===== src/verilog/cpo_port.sv =====
// Pixel output port: test pattern, black level and gain, format, FIFO, pins
//
// Overview of operation
// Eight data lines carry processed 8-bit data, or the top eight bits of raw 10-bit data in bypass.
// In raw bypass the shared pins nine and eight carry bits 1 and 0, otherwise they are GPIO.
// The frame qualifier marks the rows that belong to the active image of the frame.
// The line qualifier marks each line of active data within a frame.
// The receiver samples data and qualifiers with the pixel clock this port drives out.
// The output format is selectable among YCbCr, RGB 565, 555, 444, JPEG 4:2:2, 4:2:0 and raw 10-bit; the code packs RGB 565 and JPEG like YCbCr.
// Outgoing data passes an output FIFO so it leaves at an even rate without bursts.
// Test mode replaces the incoming raw stream with a generated pattern chosen from several.
// Each pixel first gets black-level subtraction and then a programmable digital gain; in raw bypass the code skips both.
// The active-low master reset returns all logic to its initial state while held low.
// The standby input level moves the port into and out of low-power standby.
// Logic runs from the PLL clock or directly from the master clock with the PLL powered down.
// Data lines hold a valid pixel only while both qualifiers are high, and read zero otherwise.
package cpo_pkg;
    localparam int CLK_NS = 10;
    localparam int PCLK_NS = 20;
    localparam int PCLK_HALF = PCLK_NS / (2 * CLK_NS);
    localparam int FIFO_DEPTH = 16;
    localparam int FIFO_SLACK = 3;
    localparam int WORD_W = 12;
    localparam int POS_EOF = 11;
    localparam int POS_EOL = 10;
    localparam int GAIN_FRAC = 5;
    localparam logic [7:0] GAIN_UNITY = 8'h20;
    localparam logic [9:0] PIX_MAX = 10'h3FF;
    localparam logic [9:0] FLAT_GRAY = 10'h200;
    localparam logic [2:0] FMT_YCBCR = 3'h0;
    localparam logic [2:0] FMT_RGB565 = 3'h1;
    localparam logic [2:0] FMT_RGB555 = 3'h2;
    localparam logic [2:0] FMT_RGB444 = 3'h3;
    localparam logic [2:0] FMT_JPEG422 = 3'h4;
    localparam logic [2:0] FMT_JPEG420 = 3'h5;
    localparam logic [2:0] FMT_RAW10 = 3'h6;
    localparam logic [1:0] PAT_FLAT = 2'h0;
    localparam logic [1:0] PAT_HRAMP = 2'h1;
    localparam logic [1:0] PAT_CHECK = 2'h2;
    localparam logic [1:0] PAT_VRAMP = 2'h3;
    typedef enum logic [1:0] {ST_STANDBY, ST_IDLE, ST_RUN} cpo_mode_t;
endpackage

`timescale 1ns/1ps
module cpo_port (
    input wire logic sys_clk, // System clock, 100 MHz
    input wire logic rstn, // Master reset, active low
    input wire logic standby_pin, // Standby request pin, high = standby
    input wire logic pll_bypass_pin, // High = run straight from master clock
    output logic pll_power_down, // PLL powered down
    output logic core_clk_from_pll, // Core clock mux selects PLL
    output logic standby_active, // Port is in standby
    input wire logic raw_valid, // Raw sensor sample valid
    input wire logic [9:0] raw_data, // Raw 10-bit sample
    input wire logic raw_eol, // Last sample of a line
    input wire logic raw_eof, // Last sample of a frame
    output logic raw_ready, // Port can take samples
    input wire logic test_en, // Substitute test image
    input wire logic [1:0] test_sel, // Test pattern choice
    input wire logic [9:0] black_level, // Black level to subtract
    input wire logic [7:0] digital_gain, // Gain, unity at cpo_pkg::GAIN_UNITY
    input wire logic [2:0] fmt_sel, // Output format
    input wire logic gpio9_out, // GPIO value for pin nine
    input wire logic gpio9_oe, // GPIO enable for pin nine
    input wire logic gpio8_out, // GPIO value for pin eight
    input wire logic gpio8_oe, // GPIO enable for pin eight
    output logic [1:0] gpio_in_sync, // Pins nine and eight as read
    output logic [7:0] pixel_data_lines, // Image data out
    output logic pixel_sample_clock, // Pixel clock out
    output logic frame_valid_out, // Frame qualifier
    output logic line_valid_out, // Line qualifier
    input wire logic shared_pin_nine_bit1_i, // Pin nine input
    output logic shared_pin_nine_bit1_o, // Pin nine output
    output logic shared_pin_nine_bit1_oe, // Pin nine drive enable
    input wire logic shared_pin_eight_bit0_i, // Pin eight input
    output logic shared_pin_eight_bit0_o, // Pin eight output
    output logic shared_pin_eight_bit0_oe // Pin eight drive enable
);
    import cpo_pkg::*;

    typedef struct packed {
        logic [2:0][3:0] sync;
        logic [3:0] pin_q;
        cpo_mode_t mode;
        logic [10:0] col;
        logic [10:0] row;
        logic s1_vld;
        logic [9:0] s1_val;
        logic s1_eol;
        logic s1_eof;
        logic s2_vld;
        logic [WORD_W-1:0] s2_word;
        logic ready;
        logic [$clog2(PCLK_HALF+1)-1:0] div;
        logic pclk;
        logic in_frame;
        logic fv;
        logic lv;
        logic [7:0] dout;
        logic [1:0] lsb;
        logic bypass;
        logic pll_pd;
    } cpo_st_t;

    cpo_st_t st_reg;
    cpo_st_t st_next;
    logic fifo_in_ready;
    logic fifo_out_valid;
    logic fifo_out_ready;
    logic [WORD_W-1:0] fifo_out_data;
    logic standby_q;
    logic edge_now;
    logic [9:0] src_val;
    logic [9:0] sub_val;
    logic [17:0] product;
    logic [12:0] scaled;
    logic [9:0] gained;
    logic [7:0] fmt_byte;

    assign standby_q = st_reg.pin_q[0];
    // Data moves only on the falling pixel clock edge
    assign edge_now = st_reg.mode != ST_STANDBY && st_reg.pclk &&
        st_reg.div == '0;
    assign fifo_out_ready = edge_now;

    ////////////////////////////////////////////////////////////////////////////
    // Datapath front end
    always_comb begin
        // test image select
        case (test_sel)
            PAT_FLAT: src_val = FLAT_GRAY;
            PAT_HRAMP: src_val = st_reg.col[9:0];
            PAT_CHECK: src_val = (st_reg.col[3] ^ st_reg.row[3]) ? PIX_MAX : 10'h000;
            default: src_val = st_reg.row[9:0];
        endcase
        if (!test_en) begin
            src_val = raw_data;
        end
        // black level, then gain
        sub_val = (st_reg.s1_val > black_level) ? st_reg.s1_val - black_level : 10'h000;
        product = sub_val * digital_gain;
        scaled = product[17:GAIN_FRAC];
        gained = (scaled > 13'(PIX_MAX)) ? PIX_MAX : scaled[9:0];
        // format packing of the processed byte
        case (fmt_sel)
            FMT_RGB555: fmt_byte = {1'b0, gained[9:3]};
            FMT_RGB444: fmt_byte = {gained[9:6], 4'h0};
            default: fmt_byte = gained[9:2];
        endcase
    end

    ////////////////////////////////////////////////////////////////////////////
    // Next state
    always_comb begin
        st_next = st_reg;
        // Pins pass three flops; a change counts once stages two and three agree
        st_next.sync[0] = {standby_pin, pll_bypass_pin, shared_pin_nine_bit1_i,
            shared_pin_eight_bit0_i};
        st_next.sync[1] = st_reg.sync[0];
        st_next.sync[2] = st_reg.sync[1];
        for (int i = 0; i < 4; i++) begin
            if (st_reg.sync[1][i] == st_reg.sync[2][i]) begin
                st_next.pin_q[i] = st_reg.sync[2][i];
            end
        end
        // PLL bypass powers the PLL down
        st_next.pll_pd = st_reg.pin_q[2];
        st_next.bypass = fmt_sel == FMT_RAW10;

        // standby mode control
        case (st_reg.mode)
            ST_STANDBY: begin
                if (!st_reg.pin_q[3]) begin
                    st_next.mode = ST_IDLE;
                end
            end
            ST_IDLE: begin
                if (st_reg.pin_q[3]) begin
                    st_next.mode = ST_STANDBY;
                end else if (raw_valid) begin
                    st_next.mode = ST_RUN;
                end
            end
            default: begin
                // Standby waits for the frame in flight to drain
                // Qualifiers must be low first so standby never shows them high
                if (st_reg.pin_q[3] && !st_reg.in_frame && !fifo_out_valid &&
                    !st_reg.s1_vld && !st_reg.s2_vld && !st_reg.fv && !st_reg.lv) begin
                    st_next.mode = ST_STANDBY;
                end
            end
        endcase

        // Front pipeline, only fed while ready is shown
        st_next.s1_vld = raw_valid && st_reg.ready;
        if (raw_valid && st_reg.ready) begin
            st_next.s1_val = src_val;
            st_next.s1_eol = raw_eol;
            st_next.s1_eof = raw_eof;
            st_next.col = raw_eol ? 11'h000 : st_reg.col + 11'h001;
            if (raw_eof) begin
                st_next.row = 11'h000;
            end else if (raw_eol) begin
                st_next.row = st_reg.row + 11'h001;
            end
        end
        st_next.s2_vld = st_reg.s1_vld;
        if (st_reg.s1_vld) begin
            // raw bypass keeps all ten bits, else processed byte
            st_next.s2_word = st_reg.bypass ?
                {st_reg.s1_eof, st_reg.s1_eol, st_reg.s1_val} :
                {st_reg.s1_eof, st_reg.s1_eol, fmt_byte, 2'b00};
        end
        st_next.ready = fifo_in_ready && st_reg.mode != ST_STANDBY && !st_reg.pin_q[3];

        // pixel clock out, divided from the system clock
        if (st_reg.mode == ST_STANDBY) begin
            st_next.pclk = 1'b0;
            st_next.div = '0;
        end else if (st_reg.div == '0) begin
            st_next.pclk = !st_reg.pclk;
            st_next.div = $bits(st_reg.div)'(PCLK_HALF - 1);
        end else begin
            st_next.div = st_reg.div - 1'b1;
        end

        // one FIFO word per pixel clock, gaps drop the line qualifier
        if (st_reg.mode == ST_STANDBY) begin
            st_next.fv = 1'b0;
            st_next.lv = 1'b0;
            st_next.dout = 8'h00;
            st_next.lsb = 2'b00;
            st_next.in_frame = 1'b0;
        end else if (edge_now) begin
            // qualifiers follow FIFO words
            st_next.lv = fifo_out_valid;
            st_next.fv = fifo_out_valid || st_reg.in_frame;
            if (fifo_out_valid) begin
                st_next.in_frame = !fifo_out_data[POS_EOF];
            end
            // data zero outside qualified pixels
            st_next.dout = fifo_out_valid ? fifo_out_data[9:2] : 8'h00;
            st_next.lsb = fifo_out_valid ? fifo_out_data[1:0] : 2'b00;
        end
    end

    always_ff @(posedge sys_clk or negedge rstn) begin
        // async master reset
        if (!rstn) begin
            st_reg <= '0;
        end else begin
            st_reg <= st_next;
        end
    end

    cpo_fifo #(
        .WIDTH(WORD_W),
        .DEPTH(FIFO_DEPTH),
        .SLACK(FIFO_SLACK)
    ) u_fifo (
        .sys_clk(sys_clk),
        .rstn(rstn),
        .in_valid(st_reg.s2_vld),
        .in_ready(fifo_in_ready),
        .in_data(st_reg.s2_word),
        .out_valid(fifo_out_valid),
        .out_ready(fifo_out_ready),
        .out_data(fifo_out_data)
    );

    ////////////////////////////////////////////////////////////////////////////
    // Outputs
    assign pll_power_down = st_reg.pll_pd;
    assign core_clk_from_pll = !st_reg.pll_pd;
    assign standby_active = st_reg.mode == ST_STANDBY;
    assign raw_ready = st_reg.ready;
    assign gpio_in_sync = st_reg.pin_q[1:0];
    assign pixel_data_lines = st_reg.dout;
    assign pixel_sample_clock = st_reg.pclk;
    assign frame_valid_out = st_reg.fv;
    assign line_valid_out = st_reg.lv;
    // shared pins: low data bits in bypass, GPIO otherwise
    assign shared_pin_nine_bit1_o = st_reg.bypass ? st_reg.lsb[1] : gpio9_out;
    assign shared_pin_nine_bit1_oe = st_reg.bypass || gpio9_oe;
    assign shared_pin_eight_bit0_o = st_reg.bypass ? st_reg.lsb[0] : gpio8_out;
    assign shared_pin_eight_bit0_oe = st_reg.bypass || gpio8_oe;
endmodule // cpo_port


===== src/verilog/cpo_fifo.sv =====
// Parameterised synchronous FIFO for the pixel output path
`timescale 1ns/1ps
module cpo_fifo #(
    parameter int WIDTH = 12,
    parameter int DEPTH = 16,
    parameter int SLACK = 3
) (
    input wire logic sys_clk, // System clock
    input wire logic rstn, // Async reset, active low
    input wire logic in_valid, // Write request
    output logic in_ready, // Room left beyond slack
    input wire logic [WIDTH-1:0] in_data, // Write word
    output logic out_valid, // Word available
    input wire logic out_ready, // Consumer takes word
    output logic [WIDTH-1:0] out_data // Head word, registered
);
    localparam int AW = $clog2(DEPTH);

    typedef struct packed {
        logic [DEPTH-1:0][WIDTH-1:0] mem;
        logic [AW-1:0] wr_ptr;
        logic [AW-1:0] rd_ptr;
        logic [AW:0] count;
        logic [WIDTH-1:0] head;
        logic head_vld;
        logic rdy;
    } cpo_fifo_st_t;

    cpo_fifo_st_t st_reg;
    cpo_fifo_st_t st_next;
    logic push;
    logic pop;
    logic load;

    assign push = in_valid && (st_reg.count < (AW+1)'(DEPTH));
    assign load = st_reg.count != '0 && (!st_reg.head_vld || out_ready);
    assign pop = st_reg.head_vld && out_ready;
    assign in_ready = st_reg.rdy;
    assign out_valid = st_reg.head_vld;
    assign out_data = st_reg.head;

    always_comb begin
        st_next = st_reg;
        if (push) begin
            st_next.mem[st_reg.wr_ptr] = in_data;
            st_next.wr_ptr = st_reg.wr_ptr + 1'b1;
        end
        if (pop) begin
            st_next.head_vld = 1'b0;
        end
        // Head register keeps read data off the memory array
        if (load) begin
            st_next.head = st_reg.mem[st_reg.rd_ptr];
            st_next.head_vld = 1'b1;
            st_next.rd_ptr = st_reg.rd_ptr + 1'b1;
        end
        st_next.count = st_reg.count + (AW+1)'(push) - (AW+1)'(load);
        // Slack covers words already inside the upstream pipeline
        st_next.rdy = st_next.count < (AW+1)'(DEPTH - SLACK);
    end

    always_ff @(posedge sys_clk or negedge rstn) begin
        if (!rstn) begin
            st_reg <= '0;
        end else begin
            st_reg <= st_next;
        end
    end
endmodule // cpo_fifo


===== config.mk =====
export PLATFORM = sky130hd
export DESIGN_NAME = cpo_port
export DESIGN_NICKNAME = d
export VERILOG_FILES = /design/src/verilog/cpo_port.sv /design/src/verilog/cpo_fifo.sv
export SDC_FILE = /design/constraint.sdc
export NUM_CORES = 1
export LEC_CHECK = 0
export BUFFER_PORTS_ARGS = -buffer_cell sky130_fd_sc_hd__buf_2
export CAP_MARGIN = 30
export CORE_ASPECT_RATIO = 1.25
export CORE_MARGIN = 3
export CORE_UTILIZATION = 50
export CTS_BUF_LIST = sky130_fd_sc_hd__clkbuf_8 sky130_fd_sc_hd__clkbuf_16
export CTS_CLUSTER_SIZE = 40
export DETAILED_ROUTE_END_ITERATION = 16
export GPL_TIMING_DRIVEN = 0
export PLACE_DENSITY = 0.79
export SYNTH_ARGS = -nofsm -noshare
export SYNTH_HDL_FRONTEND = slang
export SYNTH_SLANG_ARGS = --single-unit
export TNS_END_PERCENT = 1

===== constraint.sdc =====
create_clock -name sys_clk -period 6.9 [get_ports sys_clk]
set_input_delay 1.725 -clock sys_clk [delete_from_list [all_inputs] [get_ports sys_clk]]
set_output_delay 1.725 -clock sys_clk [all_outputs]
set_load 0.005 [all_outputs]

# Word level (Yosys, flattened, before mapping)
# Cells that the tools add are included.
# W data, S select, Z words.
[classes]
addsub = 8
multipliers = 1
order_cmp = 7
n_eq_ne = 13
mux = 32
bitwise = 2
reduce_logical = 41
[op_table]
columns = ["op", "count"]
rows = [
  ["$bwmux W192", 1],
  ["$mux W10", 5],
  ["$bmux W12 S4", 1],
  ["$demux W12 S4", 1],
  ["$mux W11", 3],
  ["$pmux W10 S3", 1],
  ["$mux W13", 2],
  ["$mux W12", 2],
  ["$add A11 B1 Y11 const B", 2],
  ["$mul A10 B8 Y18", 1],
  ["$pmux W8 S2", 1],
  ["$logic_and A1 B1 Y1", 15],
  ["$gt A13 B10 Y1 const B", 1],
  ["$mux W2", 6],
  ["$gt A10 B10 Y1", 1],
  ["$logic_not A1 Y1", 10],
  ["$lt A4 B5 Y1 const B", 2],
  ["$reduce_bool A2 Y1", 5],
  ["$sub A10 B10 Y10", 1],
  ["$add A4 B1 Y4 const B", 2],
  ["$mux W8", 1],
  ["$mux W1", 7],
  ["$eq A3 B2 Y1 const B", 2],
  ["$add A5 B1 Y5", 1],
  ["20 further kinds", 30],
]
[totals]
reg_bits = 303
in_bits = 47
output_inout_bits = 21
wordCells = 152

# Longest topological paths before layout
# Gate-level depths: netlist of run 1.
[logic_depth]
depth_word = 9
ltp_mapped = 30
ltp_nobuf = 28

# By module
# From an unflattened synthesis of run 1, not the netlist that was laid out.
[unflattened]
cells_unflattened = 1474
hier_area_um2 = 16936.2
[modules_own_cells]
columns = ["mod", "instances", "cells_per_inst", "area_per_inst_um2", "seq_area_each_um2"]
rows = [
  ["cpo_fifo", 1, 729, 10110.9, 5480.3],
  ["cpo_port", 1, 745, 6825.3, 2026.9],
]

# Worst setup path before layout of run 1
# OpenSTA, ideal clock, no wires.
[synth_timing]
path_type = "input -> register"
start = "input port black_level[0]"
end = "register st_reg[24] (netlist name)"
setup_ns = 0.133
t_arrival_ns = 7.585
t_required_ns = 6.767
path_slack_ns = -0.819
path_stages = 28
n_path_buf = 2
cell_sequence = "ha_1 fa_1 nor2b_1 o21bai_2 a21oi_1 nor2_1 a41o_1 clkbuf_1 nor3_2 nand2_1 fa_1 fa_1 inv_1 fa_1 inv_1 fa_1 inv_1 ha_1 clkbuf_1 o211ai_1 a21boi_1 a41o_1 o41ai_2 o21ai_1 xnor2_1 nand3_2 a211oi_1 o22ai_1"
[synth_via]
elab_chain_len = 7
elab_cells_between_ends = 8
cone_classes = "add/sub (1); mul (1); order compare (2); mux (4)"
[synth_lines]
columns = ["element", "line_no", "rtl"]
rows = [
  ["start, declared", "cpo_port.sv:60", "input wire logic [9:0] black_level,"],
  ["$sub A10 B10 Y10 / $gt A10 B10 Y1 (equally long branches)", "cpo_port.sv:140", "sub_val = (st_reg.s1_val > black_level) ? st_reg.s1_val - black_level : 10'h000;"],
  ["$mux W10 (*)", "cpo_port.sv:140", ""],
  ["$mul A10 B8 Y18 (*)", "cpo_port.sv:141", "product = sub_val * digital_gain;"],
  ["$gt A13 B10 Y1", "cpo_port.sv:143", "gained = (scaled > 13'(PIX_MAX)) ? PIX_MAX : scaled[9:0];"],
  ["$mux W10 (*)", "cpo_port.sv:143", ""],
  ["$pmux W8 S2 (*)", "cpo_port.sv:145", "case (fmt_sel)"],
  ["$mux W10 (*)", "cpo_port.sv:210", "st_next.s2_word = st_reg.bypass ?"],
  ["end signal, assigned", "cpo_port.sv:252", "st_reg <= st_next;"],
  ["end, declared", "cpo_port.sv:105", "cpo_st_t st_reg;"],
]
# Every way passes the cells marked *; elsewhere a longest branch is shown, timed or not.
# A chain may end at the register's enable or synchronous reset.

# Worst setup path after layout of run 1
[layout_timing]
start = "input port black_level[1]"
end = "register st_reg[26] (netlist name)"
# Same word-level chain as after synthesis.

==> run metrics, run 1 <==
status=finished with violations; failing checks=setup timing; HPWL Detailed=26300 µm; met3 WL=1940 µm; max FFs per register=189; Fin Clk Skew=0.0143 ns; Post-Synth Adder-Cell Area=11.1%; vias in the first global route=11366; fin crit share=106%; CTS tree=done; Total GRT Usage=23.0%; Initial Util=50.9%; compound-cell area share of the yosys netlist=7.34%; later-pin clock latency in the skew report=0.55 ns; Worst path max stage delay=0.53 ns; DR WL/cell=20.0 µm; CTS clk-pin slew, worst paths=0.06 ns; top layer used by detailed routing=met5; final WL=37700 µm; setup violators final=8; worst-path cell with the longest stage delay=o41ai_4; io pins=68; distinct cell type count of the synthesized netlist=68; Synth Register Bits=281; # nets final=1612; GP Congestion=0.915; Area Growth Syn to Fin=16.4%; critical path peak fanout=8; drt initial violations=849; Final WS setup=-0.412 ns; DIE HEIGHT=205 µm; Syn Area/Cell=11.9 µm²; Post-Syn Instances=1327; Power Density=447 mW/mm²; max_cap viols=0; residual DRC count=0; clock tree sinks=281; Most common cell on crit path=fa_1; root buf cell=clkbuf_16; fraction of registers with async set/reset=100%; commonest non-fill, non-tap cell in the layout=dfrtp_1; fraction of layout cells with a size suffix above 1=32.3%; HP Class=register to register; TritonCTS buffer count=27; metal2 WL=19300 µm; grt total ovfl=0; largest family of logic cells by synthesized area=multiplexers; Crit path required time=7.32 ns; first-pass GRT wire length=61100 µm; drt first pass iters=7; initial antenna violation count=3; fillers=2374; post-synth top area share=44.6%; Mapped Nets=1481; H-tree depth=1; sequential element share of the synthesized area=44.6%; Worst-Margin Slew=0.916 ns; Detail Route Antenna Nets=0; Final Hold Fails=0; M1 WL=14800 µm; die area=0.0337 mm²; Longest Clk Path Bufs=3; Peak supply drop=341 µV; Post-Synth Simple-Gate Area=9.59%; dominant cell type by area after synthesis=dfrtp_1; top_reg_cell synth=dfrtp_1; RSZ-0062 raised after global routing=yes; Vias=10914; Worst setup EP type=register; largest net degree at the start of global routing=131; Core ar.=0.0310 mm²; synthesized area=0.0158 mm²; Rows=72; crit start category=input port; synth warn=0; mux cell area share after synthesis=20.8%; critical path arrival=7.73 ns; drt via density=5.79; Fin Setup TNS=-2.77 ns; Synth area leaders=dfrtp_1 45%, mux2_2 13%, mux4_2 7.8%; highest-count cells in the layout ignoring fill and taps=281 x dfrtp_1, 178 x mux2_2, 103 x nand2_1; Fmax=137 MHz; Die Width=165 µm; number of enable flip-flop cells after synthesis=0; PortBufs=67; Leak Pwr=8.79 nW; diodes inserted=0; Final min period=7.31 ns; max-slew violations=0; start-to-end type of the worst setup path=input port to register; relative slew slack=38.9%; Post-Synth XOR/XNOR Area=2.22%; total power=8.21 mW
where the power goes:
group | switching [mW] | leakage [nW] | total (mW) | internal (mW)
clock | 0.623 | 0.449 | 1.44 | 0.815
combinational | 2.42 | 4.58 | 4.54 | 2.12
sequential | 0.278 | 3.76 | 2.24 | 1.96
final timing paths:
| kind | cells past startpoint | startpoint | slack (ns) | to |
|---|---|---|---|---|
| worst max-delay path | 30 | black_level[1] | -0.41 | st_reg[26]$_DFFE_PN0P_ |
| worst min-delay path | 0 | st_next[76]$_DFF_PN0_ | 0.35 | st_next[80]$_DFF_PN0_ |
| worst max register to register | 28 | st_reg[34]$_DFFE_PN0P_ | 0.37 | st_reg[26]$_DFFE_PN0P_ |
| worst min register to register | 0 | st_next[76]$_DFF_PN0_ | 0.35 | st_next[80]$_DFF_PN0_ |
| max in group asynchronous | 3 | rstn | 4.37 | pll_power_down$_DFF_PN0_ |
| min in group asynchronous | 1 | rstn | 1.11 | st_next[80]$_DFF_PN0_ |
cells by family (layout without fill, tap and decap cells):
group,count (synthesis),after routing
and+or+nand+nor,308,308
DFF,281,281
muxes,237,237
AOI/OAI and AO/OA,177,177
buffers and inverters,173,324
adders and majority gates,111,111
xor gates and xnor gates,40,40
metrics by stage:
step                worst slack (ns)  util (%)  std cells  hold WS, ns  area (µm²)
finish                        -0.412      59.3       1885        0.347       18400
global route                  -0.623      59.3       1885        0.355       18400
CTS                           -0.180      58.9       1879        0.350       18200
detailed placement             -1.48      54.1       1803        0.336       16800
global placement               -1.45      53.9       1801        0.332       16700
floorplan                     -0.564         -       1327        0.331       15900
routing by layer:
metal / GRT usage [%] / up-vias
li1: - / 4862
met1: 28.8 / 5579
met2: 39.5 / 349
met3: 3.44 / 118
met4: 9.98 / 6
met5: 0 / -
cell usage after synthesis, drive strengths merged, types with 24 or more instances:
cell type / count
dfrtp: 281
mux2: 178
nand2: 106
inv: 96
o21ai: 78
and2: 66
nor2: 59
ha: 58
mux4: 55
fa: 49
clkbuf: 48
a21oi: 32
buf: 28
xnor2: 24
critical path, delay by kind of cell:
kind	cells	cell delay (ns)
buf+inv	7	0.61
fa+ha+maj	6	2.38
xor+xnor	1	0.21
compound gates	8	1.72
simple gates	8	1.09
what timing repair did:
action / 4_1_cts / 5_1_grt
cloned: 1 / 0
setup buffers: 29 / 6
pin swaps: 60 / 16
setup endpoints to repair: 8 / 8
hold buffers: 0 / 0
gates resized for setup: 75 / 13
final cells by class:
type	instances	area, µm²	area share [%]
plain buffers	74	368	2.00
inverters	97	364	1.98
clock inverters	16	111	0.606
flip-flops and latches	281	7030	38.3
multi-input cells	873	8520	46.4
well taps	407	509	2.77
clock buffers	33	758	4.13
repair buffers	104	703	3.83
Note: power is estimated with default switching activity, not from simulation.
==> run 2, diff against run 1 <==
PLACE_DENSITY = 0.77   (was 0.79)
REMOVE_ABC_BUFFERS = 1   (was default)
clock period = 8.2 ns   (was 6.9 ns; I/O delays follow)
==> run 2 against run 1 <==
Against the previous run:
- the run now ends clean
- hold slack got worse by 0.0031 ns
- via count fell by 6.7%
- worst setup slack improved by 0.68 ns
- largest cell class unchanged
==> run metrics, run 2 (synthesis results as in run 1) <==
cell area after layout=0.0178 mm²; Final WS setup=0.266 ns; Fin Clk Skew=0.0161 ns; PortBufs=67; max FFs per register=189; max_cap viols=0; status=completed; critical path peak fanout=8; Die Width=165 µm; drt via density=5.66; vias in the first global route=10808; DR WL/cell=19.3 µm; dpl cells=1744; worst-path cell with the longest stage delay=fa_1; Core ar.=0.0310 mm²; Peak supply drop=330 µV; reg2reg path depth=27; Crit path required time=8.60 ns; Worst path top cell family by delay=adder cells; setup violators final=0; Rows=72; highest-count cells in the layout ignoring fill and taps=279 x dfrtp_1, 178 x mux2_2, 106 x nand2_1; Power Density=360 mW/mm²; Leak Pwr=8.58 nW; final WL=34800 µm; Post-Place Worst Slack=-0.845 ns; # nets final=1527; Fmax=126 MHz; Critical R2R Capture=st_reg[24]$_DFFE_PN0P_; stages on the worst setup path=29; fraction of layout cells with a size suffix above 1=29.3%; Initial Util=50.9%; total power=6.41 mW; Vias=10187; initial antenna violation count=0; commonest non-fill, non-tap cell in the layout=dfrtp_1; diodes inserted=0; Area Growth Syn to Fin=12.7%; DIE HEIGHT=205 µm; GP Congestion=0.864; fillers=2498; io pins=68; Worst R2R Setup Slack=1.48 ns; Final Instance Count excl. Fillers=1801; cts hold-fix bufs=0; residual DRC count=0; H-tree depth=1; die area=0.0337 mm²; Crit path buffers/inverters=5; drt first pass iters=5; Fin Setup TNS=0 ns; clock tree sinks=281; root buf cell=clkbuf_16; Final min period=7.93 ns; crit start category=input port; start-to-end type of the worst setup path=input port to register; Final Hold Fails=0; critical path arrival=8.33 ns; Placement Cell Area=0.0166 mm²; Critical Path Sink=st_reg[24]$_DFFE_PN0P_; TritonCTS buffer count=29; Longest Clk Path Bufs=3; grt total ovfl=0; Hold Slack=0.344 ns; Total GRT Usage=21.5%; Worst path max stage delay=0.55 ns; HP Class=register to register; max-slew violations=0; CTS tree=done; HPWL Detailed=24600 µm; largest net degree at the start of global routing=112; crit path launch=black_level[1]; fin crit share=96.8%; R2R Path Start=st_reg[33]$_DFFE_PN0P_; Worst setup EP type=register; first-pass GRT wire length=57600 µm; Worst-Margin Slew=1.01 ns; later-pin clock latency in the skew report=0.55 ns; CTS clk-pin slew, worst paths=0.06 ns; Detail Route Antenna Nets=0; drt initial violations=602; Most common cell on crit path=fa_1; relative slew slack=32.5%; Util after Layout=57.4%
-- run 2: cell count changes in the layout (fill, tap and decap cells not counted), sizes merged --
cell	before	now
inv	102	101
bufinv	1	6
clkbuf	78	33
buf	133	91
clkinv	8	7
-- run 2: how the worst min path moves through the flow --
stage / startpoint / end / slack, ns / cells past startpoint
finish: st_next[79]$_DFF_PN0_ / st_next[83]$_DFF_PN0_ / 0.34 / 0
global route: st_next[79]$_DFF_PN0_ / st_next[83]$_DFF_PN0_ / 0.36 / 0
CTS: st_next[79]$_DFF_PN0_ / st_next[83]$_DFF_PN0_ / 0.35 / 0
detailed placement: st_next[76]$_DFF_PN0_ / st_next[80]$_DFF_PN0_ / 0.34 / 0
global placement: st_next[76]$_DFF_PN0_ / st_next[80]$_DFF_PN0_ / 0.34 / 0
floorplan: st_next[76]$_DFF_PN0_ / st_next[80]$_DFF_PN0_ / 0.33 / 0
-- run 2: area by class of cell --
cell class | instances | area (µm²) | share of cell area, %
Clock buffer | 33 | 781 | 4.39
Clock inverter | 19 | 254 | 1.43
Multi-Input combinational cell | 873 | 8180 | 46.0
Sequential cell | 281 | 7040 | 39.6
Tap cell | 407 | 509 | 2.86
Timing Repair Buffer | 91 | 663 | 3.73
Inverter | 97 | 364 | 2.05
-- run 2: per-layer routing --
metal	global-route usage [%]	up-vias	share of wire, %
met5	0	-	0
met4	5.12	0	2.2
met3	2.53	69	3.7
met2	39.8	231	54
met1	26.8	5209	40
li1	-	4678	-
-- run 2: timing repair --
action                                  in CTS  in global routing
pin swaps                                    2                  6
buffers inserted                             3                  1
endpoints found under the setup margin       7                  8
hold endpoints to repair                     0                  0
gates resized for setup                     16                 15
-- run 2: power breakdown --
part / leakage (nW) / switching (mW) / internal [mW]
sequential: 3.76 / 0.338 / 1.65
clock: 0.520 / 0.551 / 0.869
combinational: 4.30 / 1.65 / 1.36
==> run 3, diff against run 2 <==
SYNTH_HIERARCHICAL = 1   (was default)
==> run 3 against run 2 <==
Against the previous run:
- clock skew rose by 0.0039 ns
- highest routed layer unchanged
- total power fell by 3.3%
- global-route usage fell by 0.95 points
- sequential share of layout area rose by 0.096 points
- clock power fell by 13%
- register-to-register slack got worse by 0.17 ns
- combinational power fell by 4%
- critical path type unchanged
- critical endpoint is now st_reg[25]$_DFFE_PN0P_
- flip-flop and latch count did not move
- wire length rose by 1.6%
==> run metrics, run 3 <==
status=completed; initial antenna violation count=0; Most common cell on crit path=fa_1; grt total ovfl=0; drt initial violations=705; Crit path required time=8.63 ns; Final min period=8.04 ns; fraction of layout cells with a size suffix above 1=25.7%; root buf cell=clkbuf_16; critical path arrival=8.47 ns; Total GRT Usage=20.6%; worst-path cell with the longest stage delay=fa_1; Final Instance Count excl. Fillers=1872; DIE HEIGHT=207 µm; drt first pass iters=5; largest net degree at the start of global routing=132; Fin Clk Skew=0.0200 ns; max-slew violations=0; max_cap viols=0; HPWL Detailed=25200 µm; Worst setup EP type=register; fin crit share=98.0%; TritonCTS buffer count=29; Vias=10767; DR WL/cell=18.9 µm; crit start category=input port; io pins=68; Worst path max stage delay=0.54 ns; diodes inserted=0; Initial Util=51.4%; CTS clk-pin slew, worst paths=0.06 ns; critical path peak fanout=8; first-pass GRT wire length=58500 µm; later-pin clock latency in the skew report=0.54 ns; Longest Clk Path Bufs=3; Peak supply drop=277 µV; Die Width=167 µm; cts hold-fix bufs=0; Detail Route Antenna Nets=0; dpl cells=1819; die area=0.0345 mm²; synthesized area=0.0161 mm²; Fin Setup TNS=0 ns; H-tree depth=1; Area Growth Syn to Fin=10.0%; Leak Pwr=8.66 nW; setup violators final=0; Final Hold Fails=0; drt via density=5.75; HP Class=register to register; GP Congestion=0.883; # nets final=1601; Rows=72; commonest non-fill, non-tap cell in the layout=dfrtp_1; Crit path buffers/inverters=3; Power Density=349 mW/mm²; relative slew slack=32.1%; Worst-Margin Slew=1.02 ns; residual DRC count=0; PortBufs=67; start-to-end type of the worst setup path=input port to register; max FFs per register=189; highest-count cells in the layout ignoring fill and taps=280 x dfrtp_1, 190 x mux2_2, 106 x inv_1; CTS tree=done; clock tree sinks=281; final WL=35400 µm; synth warn=6; vias in the first global route=11417; Syn Area/Cell=11.3 µm²; Core ar.=0.0314 mm²; Worst path top cell family by delay=adder cells; Post-Syn Instances=1421; Fmax=124 MHz
==> run 3: area by class of cell <==
class / count / area [µm²]
Tap cell: 407 / 509
Timing Repair Buffer: 90 / 617
Sequential cell: 281 / 7040
Multi-Input combinational cell: 943 / 8300
Clock inverter: 12 / 61.3
Fill cell: 2579 / 13600
Inverter: 102 / 383
Clock buffer: 37 / 836
==> run 3: per-layer routing <==
metal / part of all wire [%] / global-route usage (%) / vias to the layer above
met5: 0 / 0 / -
met4: 3.5 / 7.16 / 0
met3: 3.9 / 2.40 / 81
met2: 51 / 37.5 / 267
met1: 41 / 25.6 / 5439
li1: - / - / 4980
==> run 3: worst paths after layout <==
kind	from	endpoint	slack (ns)	depth (start not counted)
min in group asynchronous	rstn	u_fifo/st_reg[202]$_DFFE_PN0P_	1.41	1
worst min-delay path	st_next[77]$_DFF_PN0_	st_next[81]$_DFF_PN0_	0.35	0
worst max-delay path	black_level[0]	st_reg[25]$_DFFE_PN0P_	0.16	26
max in group asynchronous	rstn	st_next[79]$_DFF_PN0_	5.77	2
worst min register to register	st_next[77]$_DFF_PN0_	st_next[81]$_DFF_PN0_	0.35	0
worst max register to register	st_reg[33]$_DFFE_PN0P_	st_reg[25]$_DFFE_PN0P_	1.31	26
==> run 3: power breakdown <==
group / switching, mW / internal, mW / total (mW)
Sequential: 0.391 / 1.68 / 2.07
Clock: 0.528 / 0.711 / 1.24
Combinational: 1.60 / 1.29 / 2.89
==> run 3: metrics by stage <==
step                utilization [%]  cell area (µm²)  setup WS [ns]  power (mW)  hold WS [ns]
global placement               52.4            16400          -1.09        4.71         0.333
detailed placement             53.2            16700          -1.05        4.80         0.336
global route                   56.6            17700        -0.0237        6.69         0.359
CTS                            56.3            17600        0.00886        6.12         0.350
finish                         56.6            17700          0.163        6.20         0.347
floorplan                         -            15600         0.0376        4.00         0.331
==> run 3: what timing repair did <==
item,CTS,global route
pin swaps,1,5
resized for setup,16,15
endpoints found under the hold margin,0,0
gates cloned,0,0
endpoints found under the setup margin,8,8
setup buffers,0,4
